## src/hdl/cond_branch_pkg.sv

```systemverilog
// Constants and types shared by the conditional branch unit and its decode helper.
// Assumes a 64-bit datapath and 32-bit instruction words.
package cond_branch_pkg;

   localparam int XLEN         = 64;
   localparam int OP_MSB       = 31;
   localparam int OP_LSB       = 26;
   localparam int SRCA_MSB     = 25;
   localparam int SRCA_LSB     = 21;
   localparam int SUB_MSB      = 20;
   localparam int SUB_LSB      = 16;
   localparam int DISP_MSB     = 15;
   localparam int DISP_WIDTH   = 16;
   localparam int DISP_SHIFT   = 2;
   localparam int LINK_REG_NUM = 31;

   localparam logic [5:0] OPC_REG_IMM_GROUP   = 6'h01;
   localparam logic [5:0] OPC_EQUAL           = 6'h04;
   localparam logic [5:0] OPC_UNEQUAL         = 6'h05;
   localparam logic [5:0] OPC_NONPOS          = 6'h06;
   localparam logic [5:0] OPC_POSITIVE        = 6'h07;
   localparam logic [5:0] OPC_EQUAL_LIKELY    = 6'h14;
   localparam logic [5:0] OPC_UNEQUAL_LIKELY  = 6'h15;
   localparam logic [5:0] OPC_NONPOS_LIKELY   = 6'h16;
   localparam logic [5:0] OPC_POSITIVE_LIKELY = 6'h17;

   localparam logic [4:0] SUB_NEGATIVE        = 5'h00;
   localparam logic [4:0] SUB_NONNEG          = 5'h01;
   localparam logic [4:0] SUB_NEGATIVE_LIKELY = 5'h02;
   localparam logic [4:0] SUB_NONNEG_LIKELY   = 5'h03;
   localparam logic [4:0] SUB_NEGATIVE_LINK   = 5'h10;
   localparam logic [4:0] SUB_NONNEG_LINK     = 5'h11;
   localparam logic [4:0] SUB_NEG_LINK_LIKELY = 5'h12;
   localparam logic [4:0] SUB_NONNEG_LINK_LKY = 5'h13;

   localparam logic [XLEN-1:0] DELAY_SLOT_STEP = 64'h0000_0000_0000_0004;
   localparam logic [XLEN-1:0] LINK_STEP       = 64'h0000_0000_0000_0008;
   localparam logic [XLEN-1:0] ADDR_RESET      = 64'h0000_0000_0000_0000;

   typedef enum logic [2:0] {
      COND_EQUAL    = 3'b000,
      COND_UNEQUAL  = 3'b001,
      COND_NONNEG   = 3'b010,
      COND_NEGATIVE = 3'b011,
      COND_POSITIVE = 3'b100,
      COND_NONPOS   = 3'b101
   } cond_t;

   typedef enum logic [1:0] {
      ST_IDLE  = 2'b00,
      ST_SLOT  = 2'b01
   } state_t;

endpackage

```

## src/hdl/branch_decode_if.sv

```systemverilog
// Carries the decoded branch class from the decode helper to the branch unit.
// Assumes both ends share the pipeline clock.
`timescale 1ns/1ns
interface branch_decode_if;
   import cond_branch_pkg::*;
   logic  isBranch;
   cond_t cond;
   logic  likely;
   logic  link;
   modport decoder (output isBranch, output cond, output likely, output link);
   modport user    (input isBranch, input cond, input likely, input link);
endinterface

```

## src/hdl/branch_decoder.sv

```systemverilog
// Combinational decode of the conditional branch opcodes.
// Assumes the instruction word is stable while it is presented.
`timescale 1ns/1ns
module branch_decoder
   import cond_branch_pkg::*;
(
   input wire logic [31:0]     instr,
   branch_decode_if.decoder    dec
);

   always_comb begin
      dec.isBranch = 1'b1;
      dec.cond     = COND_EQUAL;
      dec.likely   = 1'b0;
      dec.link     = 1'b0;
      case (instr[OP_MSB:OP_LSB])
         OPC_EQUAL:           dec.cond = COND_EQUAL;
         OPC_EQUAL_LIKELY: begin
            dec.cond   = COND_EQUAL;
            dec.likely = 1'b1;
         end
         OPC_UNEQUAL:         dec.cond = COND_UNEQUAL;
         OPC_UNEQUAL_LIKELY: begin
            dec.cond   = COND_UNEQUAL;
            dec.likely = 1'b1;
         end
         OPC_NONPOS:          dec.cond = COND_NONPOS;
         OPC_NONPOS_LIKELY: begin
            dec.cond   = COND_NONPOS;
            dec.likely = 1'b1;
         end
         OPC_POSITIVE:        dec.cond = COND_POSITIVE;
         OPC_POSITIVE_LIKELY: begin
            dec.cond   = COND_POSITIVE;
            dec.likely = 1'b1;
         end
         OPC_REG_IMM_GROUP: begin
            case (instr[SUB_MSB:SUB_LSB])
               SUB_NEGATIVE:        dec.cond = COND_NEGATIVE;
               SUB_NONNEG:          dec.cond = COND_NONNEG;
               SUB_NEGATIVE_LIKELY: begin
                  dec.cond   = COND_NEGATIVE;
                  dec.likely = 1'b1;
               end
               SUB_NONNEG_LIKELY: begin
                  dec.cond   = COND_NONNEG;
                  dec.likely = 1'b1;
               end
               SUB_NEGATIVE_LINK: begin
                  dec.cond = COND_NEGATIVE;
                  dec.link = 1'b1;
               end
               SUB_NONNEG_LINK: begin
                  dec.cond = COND_NONNEG;
                  dec.link = 1'b1;
               end
               SUB_NEG_LINK_LIKELY: begin
                  dec.cond   = COND_NEGATIVE;
                  dec.likely = 1'b1;
                  dec.link   = 1'b1;
               end
               SUB_NONNEG_LINK_LKY: begin
                  dec.cond   = COND_NONNEG;
                  dec.likely = 1'b1;
                  dec.link   = 1'b1;
               end
               default:             dec.isBranch = 1'b0;
            endcase
         end
         default:             dec.isBranch = 1'b0;
      endcase
   end

endmodule // branch_decoder

```

## src/hdl/conditional_branch_unit.sv

```systemverilog
// Conditional branch resolve unit: decodes, evaluates, computes target and link.
// Assumes one instruction is issued per enabled cycle with its address and operands.
//
// Functional notes
// - Target is sign-extended displacement shifted left two, plus delay-slot address.
// - Taken branch redirects only after the single delay-slot instruction has issued.
// - Nonneg forms take the branch when source_reg_a sign bit is zero.
// - Positive forms need sign bit zero and a nonzero register.
// - Nonpositive forms take when sign bit set or register is zero.
// - Negative forms take the branch when source_reg_a sign bit is one.
// - Unequal forms take when source_reg_a differs from source_reg_b.
// - Equal forms take when source_reg_a equals source_reg_b.
// - Link forms write address plus eight to link_reg, taken or not.
// - Link forms testing register 31 are not trapped; software must avoid them.
// - Likely forms nullify the delay-slot instruction when not taken.
// - branch_nonneg_link is the register_immediate_group opcode with sub-field 10001.
`timescale 1ns/1ns
module conditional_branch_unit
   import cond_branch_pkg::*;
(
   input  wire logic            clk,
   input  wire logic            sys_rst,
   input  wire logic            clkEn,
   input  wire logic            issueValid,
   input  wire logic [31:0]     instr,
   input  wire logic [XLEN-1:0] instrAddr,
   input  wire logic [XLEN-1:0] sourceRegA,
   input  wire logic [XLEN-1:0] sourceRegB,
   output logic                 branchSeen,
   output logic                 redirect,
   output logic [XLEN-1:0]      redirectAddr,
   output logic                 nullifySlot,
   output logic                 linkWrite,
   output logic [4:0]           linkRegNum,
   output logic [XLEN-1:0]      linkData,
   output logic                 srcIsLinkReg
);

   ////////////////////////////////////////////////////////////////////////////
   // Decode and condition.

   branch_decode_if dec ();

   branch_decoder decoderInst (
      .instr (instr),
      .dec   (dec)
   );

   function automatic logic evalCond(input cond_t c, input logic [XLEN-1:0] a, input logic [XLEN-1:0] b);
      logic r;
      r = 1'b0;
      case (c)
         COND_EQUAL:    r = (a == b);
         COND_UNEQUAL:  r = (a != b);
         COND_NONNEG:   r = ~a[XLEN-1];
         COND_NEGATIVE: r = a[XLEN-1];
         COND_POSITIVE: r = ~a[XLEN-1] && (a != '0);
         COND_NONPOS:   r = a[XLEN-1] || (a == '0);
         default:       r = 1'b0;
      endcase
      return r;
   endfunction

   logic            isBranchNow;
   logic            takenNow;
   logic [XLEN-1:0] targetNow;

   always_comb begin
      isBranchNow = issueValid && dec.isBranch;
      takenNow    = evalCond(dec.cond, sourceRegA, sourceRegB);
      targetNow   = (instrAddr + DELAY_SLOT_STEP)
                  + {{(XLEN-DISP_WIDTH-DISP_SHIFT){instr[DISP_MSB]}},
                     instr[DISP_MSB:0], {DISP_SHIFT{1'b0}}};
   end

   ////////////////////////////////////////////////////////////////////////////
   // Branch sequencing: the resolved branch waits for the delay slot to issue.
   // No exception output exists here; faults belong to the slot or target fetch.

   state_t          state_q,   state_d;
   logic            taken_q,   taken_d;
   logic [XLEN-1:0] target_q,  target_d;
   logic            seen_q,    seen_d;
   logic            redir_q,   redir_d;
   logic [XLEN-1:0] raddr_q,   raddr_d;
   logic            null_q,    null_d;
   logic            lwr_q,     lwr_d;
   logic [XLEN-1:0] ldata_q,   ldata_d;
   logic            srcLnk_q,  srcLnk_d;

   always_comb begin
      state_d  = state_q;
      taken_d  = taken_q;
      target_d = target_q;
      seen_d   = 1'b0;
      redir_d  = 1'b0;
      raddr_d  = raddr_q;
      null_d   = 1'b0;
      lwr_d    = 1'b0;
      ldata_d  = ldata_q;
      srcLnk_d = 1'b0;
      case (state_q)
         ST_IDLE: begin
            if (isBranchNow) begin
               seen_d   = 1'b1;
               taken_d  = takenNow;
               target_d = targetNow;
               state_d  = ST_SLOT;
               if (dec.likely && !takenNow) begin
                  null_d = 1'b1;
               end
               if (dec.link) begin
                  lwr_d    = 1'b1;
                  ldata_d  = instrAddr + LINK_STEP;
                  // Flagged for visibility only; restart safety is software's job.
                  srcLnk_d = (instr[SRCA_MSB:SRCA_LSB] == 5'(LINK_REG_NUM));
               end
            end
         end
         ST_SLOT: begin
            // Wait for the delay slot to issue before steering fetch.
            if (issueValid) begin
               state_d = ST_IDLE;
               if (taken_q) begin
                  redir_d = 1'b1;
                  raddr_d = target_q;
               end
               // Not taken and not likely: slot runs, fetch continues in order.
            end
         end
         default: state_d = ST_IDLE;
      endcase
   end

   always_ff @(posedge clk) begin
      if (sys_rst) begin
         state_q  <= ST_IDLE;
         taken_q  <= 1'b0;
         target_q <= ADDR_RESET;
         seen_q   <= 1'b0;
         redir_q  <= 1'b0;
         raddr_q  <= ADDR_RESET;
         null_q   <= 1'b0;
         lwr_q    <= 1'b0;
         ldata_q  <= ADDR_RESET;
         srcLnk_q <= 1'b0;
      end else if (clkEn) begin
         state_q  <= state_d;
         taken_q  <= taken_d;
         target_q <= target_d;
         seen_q   <= seen_d;
         redir_q  <= redir_d;
         raddr_q  <= raddr_d;
         null_q   <= null_d;
         lwr_q    <= lwr_d;
         ldata_q  <= ldata_d;
         srcLnk_q <= srcLnk_d;
      end
   end

   ////////////////////////////////////////////////////////////////////////////
   // Outputs straight from flops, except linkRegNum, which is the constant LINK_REG_NUM.

   always_comb begin
      branchSeen   = seen_q;
      redirect     = redir_q;
      redirectAddr = raddr_q;
      nullifySlot  = null_q;
      linkWrite    = lwr_q;
      linkRegNum   = 5'(LINK_REG_NUM);
      linkData     = ldata_q;
      srcIsLinkReg = srcLnk_q;
   end

endmodule // conditional_branch_unit
```

## config.mk

```make
export PLATFORM = sky130hd
export DESIGN_NAME = conditional_branch_unit
export DESIGN_NICKNAME = d
export VERILOG_FILES = /design/src/hdl/cond_branch_pkg.sv /design/src/hdl/branch_decode_if.sv /design/src/hdl/branch_decoder.sv /design/src/hdl/conditional_branch_unit.sv
export SDC_FILE = /design/constraint.sdc
export NUM_CORES = 1
export LEC_CHECK = 0
export BUFFER_PORTS_ARGS = -buffer_cell sky130_fd_sc_hd__buf_2
export CAP_MARGIN = 20
export CORE_MARGIN = 2
export CORE_UTILIZATION = 54
export CTS_CLUSTER_DIAMETER = 200
export DETAILED_ROUTE_END_ITERATION = 8
export GPL_TIMING_DRIVEN = 0
export PLACE_DENSITY = 0.82
export SETUP_SLACK_MARGIN = 0.3
export SKIP_CTS_REPAIR_TIMING = 1
export SLEW_MARGIN = 20
export SYNTH_ARGS = -nofsm -noshare
export SYNTH_HDL_FRONTEND = slang
export SYNTH_SLANG_ARGS = --single-unit
```

## constraint.sdc

```tcl
create_clock -name clk -period 4.4 [get_ports clk]
set_clock_uncertainty 0.05 [all_clocks]
set_input_delay 0.44 -clock clk [delete_from_list [all_inputs] [get_ports clk]]
set_output_delay 0.44 -clock clk [all_outputs]
set_load 0.01 [all_outputs]
```

After elaboration in Yosys (flattened, before gate mapping)
Cells that the tools add are included.
{ "op_classes": {"n_addsub": 3, "eq_ne": 27, "n_mux": 26, "bitwise_logic": 1, "reduce_logical": 24} }
{ "op_table": {"columns": ["operator", "count"], "rows": [
  ["adder 64 x 3 -> 64 bit, second input constant", 1],
  ["adder 64 x 4 -> 64 bit, second input constant", 1],
  ["adder 64 bit", 1],
  ["== test 64 bit", 1],
  ["zero test 64 bit", 1],
  ["inequality test 64 bit", 1],
  ["nonzero test 64 bit", 1],
  ["== test 5 bit, second input constant", 5],
  ["== test 6 x 3 -> 1 bit, second input constant", 4],
  ["== test 6 x 5 -> 1 bit, second input constant", 4],
  ["OR reduction 4 bit", 5],
  ["2-to-1 mux 1 bit", 18],
  ["OR reduction 8 bit", 2],
  ["case mux 3 bit (4 select lines)", 1],
  ["== test 5 x 2 -> 1 bit, second input constant", 2],
  ["case mux 2 bit (2 select lines)", 2],
  ["AND reduction 4 bit", 2],
  ["== test 3 x 2 -> 1 bit, second input constant", 2],
  ["== test 3 bit, second input constant", 2],
  ["== test 6 x 1 -> 1 bit, second input constant", 1],
  ["case mux 1 bit (6 select lines)", 1],
  ["AND reduction 3 bit", 2],
  ["OR reduction 2 bit", 3],
  ["== test 5 x 1 -> 1 bit, second input constant", 1],
  ["other kinds (12)", 17]
]} }
{ "word_totals": {"regBits": 200, "inputBits": 228, "out_inout_bits": 138, "wordCells": 91} }

Logic depth before layout (Yosys ltp)
{ "logic_depth": {"ltp_word": 11, "ltp_mapped": 14, "mapped_depth_nobuf": 14} }

Cells and area by module
Synthesis repeated with hierarchy kept, for this count alone.
{ "hier_totals": {"cells_unflattened": 1635, "area_unflattened_um2": 13030.0} }
{ "modules_own_cells": {"columns": ["module", "instances", "cells_each", "area_per_inst_um2", "seq_area_each_um2"], "rows": [
  ["conditional_branch_unit", 1, 1621, 12941.2, 3983.8],
  ["branch_decoder", 1, 14, 88.8, 0.0]
]} }

Least setup slack after synthesis
Ideal clock, no wire load.
{ "synth_path": {"path_kind": "input to register", "startpoint": "in instr[1]", "endpoint": "reg target_q[63]", "setup_time_ps": 123, "arrival_time_ps": 3002, "required_time_ps": 4227, "setup_slack_ps": 1225, "stages": 12, "n_path_buf": 0, "path_cell_list": "ha_1 ha_1 fa_1 a211oi_1 o21ai_1 o21ai_1 o21ai_1 a31oi_2 o2111ai_4 nand2_1 a21oi_1 mux2_1"} }
{ "synth_via": {"elab_chain_len": 1} }
{ "synth_rtl": {"columns": ["item", "line", "rtl"], "rows": [
  ["start, declared", "conditional_branch_unit.sv:25", "input wire logic [31:0] instr,"],
  ["adder 64 bit", "conditional_branch_unit.sv:72", "+ {{(XLEN-DISP_WIDTH-DISP_SHIFT){instr[DISP_MSB]}},"],
  ["end signal, assigned", "conditional_branch_unit.sv:150", "target_q <= target_d;"],
  ["end, declared", "conditional_branch_unit.sv:82", "logic [XLEN-1:0] target_q, target_d;"]
]} }
Every way passes these cells.
A chain may end at the register's enable or synchronous reset.

Worst setup path after layout
{ "layout_path": {"startpoint": "in instr[15]", "endpoint": "reg target_q[56]"} }
Same word-level chain as after synthesis.

==> flow_summary_export.csv <==
group,metric,value,unit
die,start_util,54.83,%
setup_path,r2r_cells,6,
synth,ys_ff_latch,199,
clock_network,cts_tree,"built",
power,power.density,288.6,nW/µm²
layout,layout_common_cells,"buf_2 (369), nand2_1 (323), dfxtp_1 (199)",
place,place_congestion,1.246,
place,portBuffers,359,
sta,slew_headroom,42.28,%
setup_path,r2r-end,"target_q[46]",
setup_path,required,4.66,ns
setup_path,arrival,4.05,ns
status,status,"finished, final reports clean",
sta,fin_crit,3.782,ns
layout,antenna-diode-count,0,
sta,timing.hold.ws,0.1898,ns
layout,post-route-util,66.47,%
clock_network,clkSlewWorstSetupHoldPaths,0.09,ns
layout,syn_to_final_growth,21.22,%
global_routing,grt_start_max_net_pins,48,
synth,async_flop_share,0,%
global_routing,grt_antenna_before_repair,1,
die,io_pins,366,
sta,layout_setup_ws,0.6176,ns
routing,firstDrtPassIters,6,
sta,setup_tns,0,ns
routing,drt-total-wl,45.72,mm
global_routing,grt_pass1_vias,13630,
min_path,min_path_type,"in -> reg",
clock_network,clk_path_buf_depth,2,
sta,setup_viol,0,
sta,worst_pin_slew,0.8658,ns
setup_path,start_kind,"input port",
routing,via_count,14550,
routing,wire_per_inst,18.77,µm
layout,multi_input_area,8832,µm²
power,ir_worst_vdd,0.2102,mV
routing,drc,0,
layout,final_common_cell,"buf_2",
place,pre_cts_ws,0.03137,ns
place,place_area,15510,µm²
synth,synth.avg_cell_area,7.748,µm²
synth,ys.flop_type,"dfxtp_1",
sta,fmax,264.4,MHz
setup_path,crit_path_max_fanout,47,
synth,netlist_area,13300,µm²
routing,initialDrtViolationCount,1297,
synth,yosys_warnings,0,
setup_path,crit_start,"instr[15]",
flow_run,cap_viol_max_count,0,
die,die_h,160.9,µm
global_routing,overflow,0,
sta,hold_violations,0,
sta,drv_slew,0,
clock_network,root_buffer,"clkbuf_16",
power,p_leak,6.772,nW
clock_network,clk_latency,0.45,ns
power,power,4.651,mW
global_routing,grt_pass1_wl,70.30,mm
setup_path,r2r_start,"state_q[0]",
power,combPwrFrac,25.8,%
clock_network,clock-sinks,199,
routing,ant_nets,0,
power,power_switching,1.605,mW
layout,drive_gt1_share,20.32,%
die,rows,57,
synth,synthesis.instances,1716,
setup_path,crit_path_end_kind,"flop",
die,dieArea,25890,µm²
die,dieWidth,160.9,µm
synth,yosysSeqAreaShare,29.96,%
layout,fin_cells,2435,
min_path,hold_start,"instrAddr[1]",
layout,design_area,16120,µm²
place,dp_hpwl,36.91,mm
setup_path,endpoint,"target_q[56]",
power,seqPwrFrac,39.1,%
routing,viasPerCell,5.977,
global_routing,grtUsageTotal,33.98,%
layout,nFillCells,2137,
place,dpl.cell_count,2403,
sta,finalCritPeriodShare,85.96,%
setup_path,worst-setup-path-type,"in -> reg",
layout,seqCellArea,3984,µm²
synth,ys_types,75,
power,p_clk_share,35.0,%
synth,synth-edff-count,0,
die,core,24250,µm²
power,p_int,3.046,mW
layout,layout.nets,2449,
clock_network,cts_made_buffers,17,
clock_network,cts_htree_levels,4,
power,swShare,34.51,%
setup_path,r2r_setup_slack,1.90,ns
sta,rsz0062_at_grt,"false",
-- power by group through the flow --
stage                     logic (mW)  clock network, mW  registers (mW)
after global placement          1.14                  0            1.86
after floorplan                0.759                  0            1.86
after detailed placement        1.16                  0            1.86
after global routing            1.31               1.70            1.82
after CTS                       1.17               1.64            1.82
final                           1.20               1.63            1.82
-- sequential cells by signal (all words and copies together) (netlist names) --
register      cells
target_q         64
linkWrite         1
linkData         64
redirect          1
branchSeen        1
nullifySlot       1
redirectAddr     64
taken_q           1
srcIsLinkReg      1
state_q           1
-- cell type report --
type	count	share of cell area (%)
buffer	99	2.508
sequential	199	24.72
clock buffer	17	2.640
clock inverter	15	1.095
tap	324	2.515
multi-input combinational	1398	54.80
timing repair buffer	359	11.16
inverter	24	0.5590
-- how the worst min path moves through the flow --
stage | endpoint | cells after the start
2_1_floorplan | redirectAddr[51] | 2
3_3_place_gp | redirectAddr[52] | 2
3_5_place_dp | redirectAddr[25] | 2
4_1_cts | target_q[1] | 3
5_1_grt | linkData[1] | 3
6_report | linkData[1] | 3
-- worst max-delay path, stage by stage --
cell and delay, ns:
clkbuf_4 0.50, ha_1 0.34, ha_1 0.29, buf_2 0.17, a21oi_1 0.34, o311ai_0 0.24, a32oi_1 0.27, o22ai_1 0.16
nor3_1 0.39, nor2_1 0.16, a21oi_1 0.40, mux2i_1 0.24, a21oi_1 0.08
-- synth_stat cells (4+ instances only) --
library cell	n	share of area, %
ha_1	122	11
nand2b_1	6	0.28
buf_4	5	0.28
inv_1	20	0.56
a211oi_1	51	2.9
nor2_1	103	2.9
a32oi_1	4	0.26
or4_1	5	0.28
o211ai_1	7	0.40
o21ai_0	50	1.9
nand4_1	58	2.7
buf_1	5	0.14
clkbuf_1	78	2.2
and2_1	8	0.38
o21ai_1	12	0.45
a31oi_1	9	0.42
nor4b_1	4	0.26
dfxtp_1	199	30
or3_1	15	0.71
a21o_1	36	2.0
o21a_1	6	0.34
o21bai_1	14	0.79
a21oi_1	197	7.4
a311oi_1	13	0.86
nor4_1	25	1.2
buf_2	11	0.41
inv_2	4	0.11
and3_1	18	0.85
nand3_1	64	2.4
xor2_1	55	3.6
nand2_1	323	9.1
nor3_1	23	0.87
xnor2_1	102	6.7
-- cells by family (layout without fill, tap and decap cells) --
logic type / Yosys count / after routing / synth area share (%)
AOI/OAI and AO/OA: 437 / 437 / 20.48
buffers and inverters: 123 / 514 / 3.717
xor gates and xnor gates: 157 / 157 / 10.34
other: 1 / 5 / 0.02821
DFF: 199 / 199 / 29.96
muxes: 5 / 5 / 0.3953
and+or+nand+nor: 671 / 671 / 23.44
adders and majority gates: 123 / 123 / 11.63
-- routing by layer --
metal  global-route usage, %  vias up  part of all wire, %
li1                        -     6914                    -
met1                   43.47     6879                   41
met2                   57.49      676                   47
met3                   7.748       83                  8.9
met4                   9.700        2                  2.4
met5                       0        -                0.024
(Power assumes the default switching activity.)
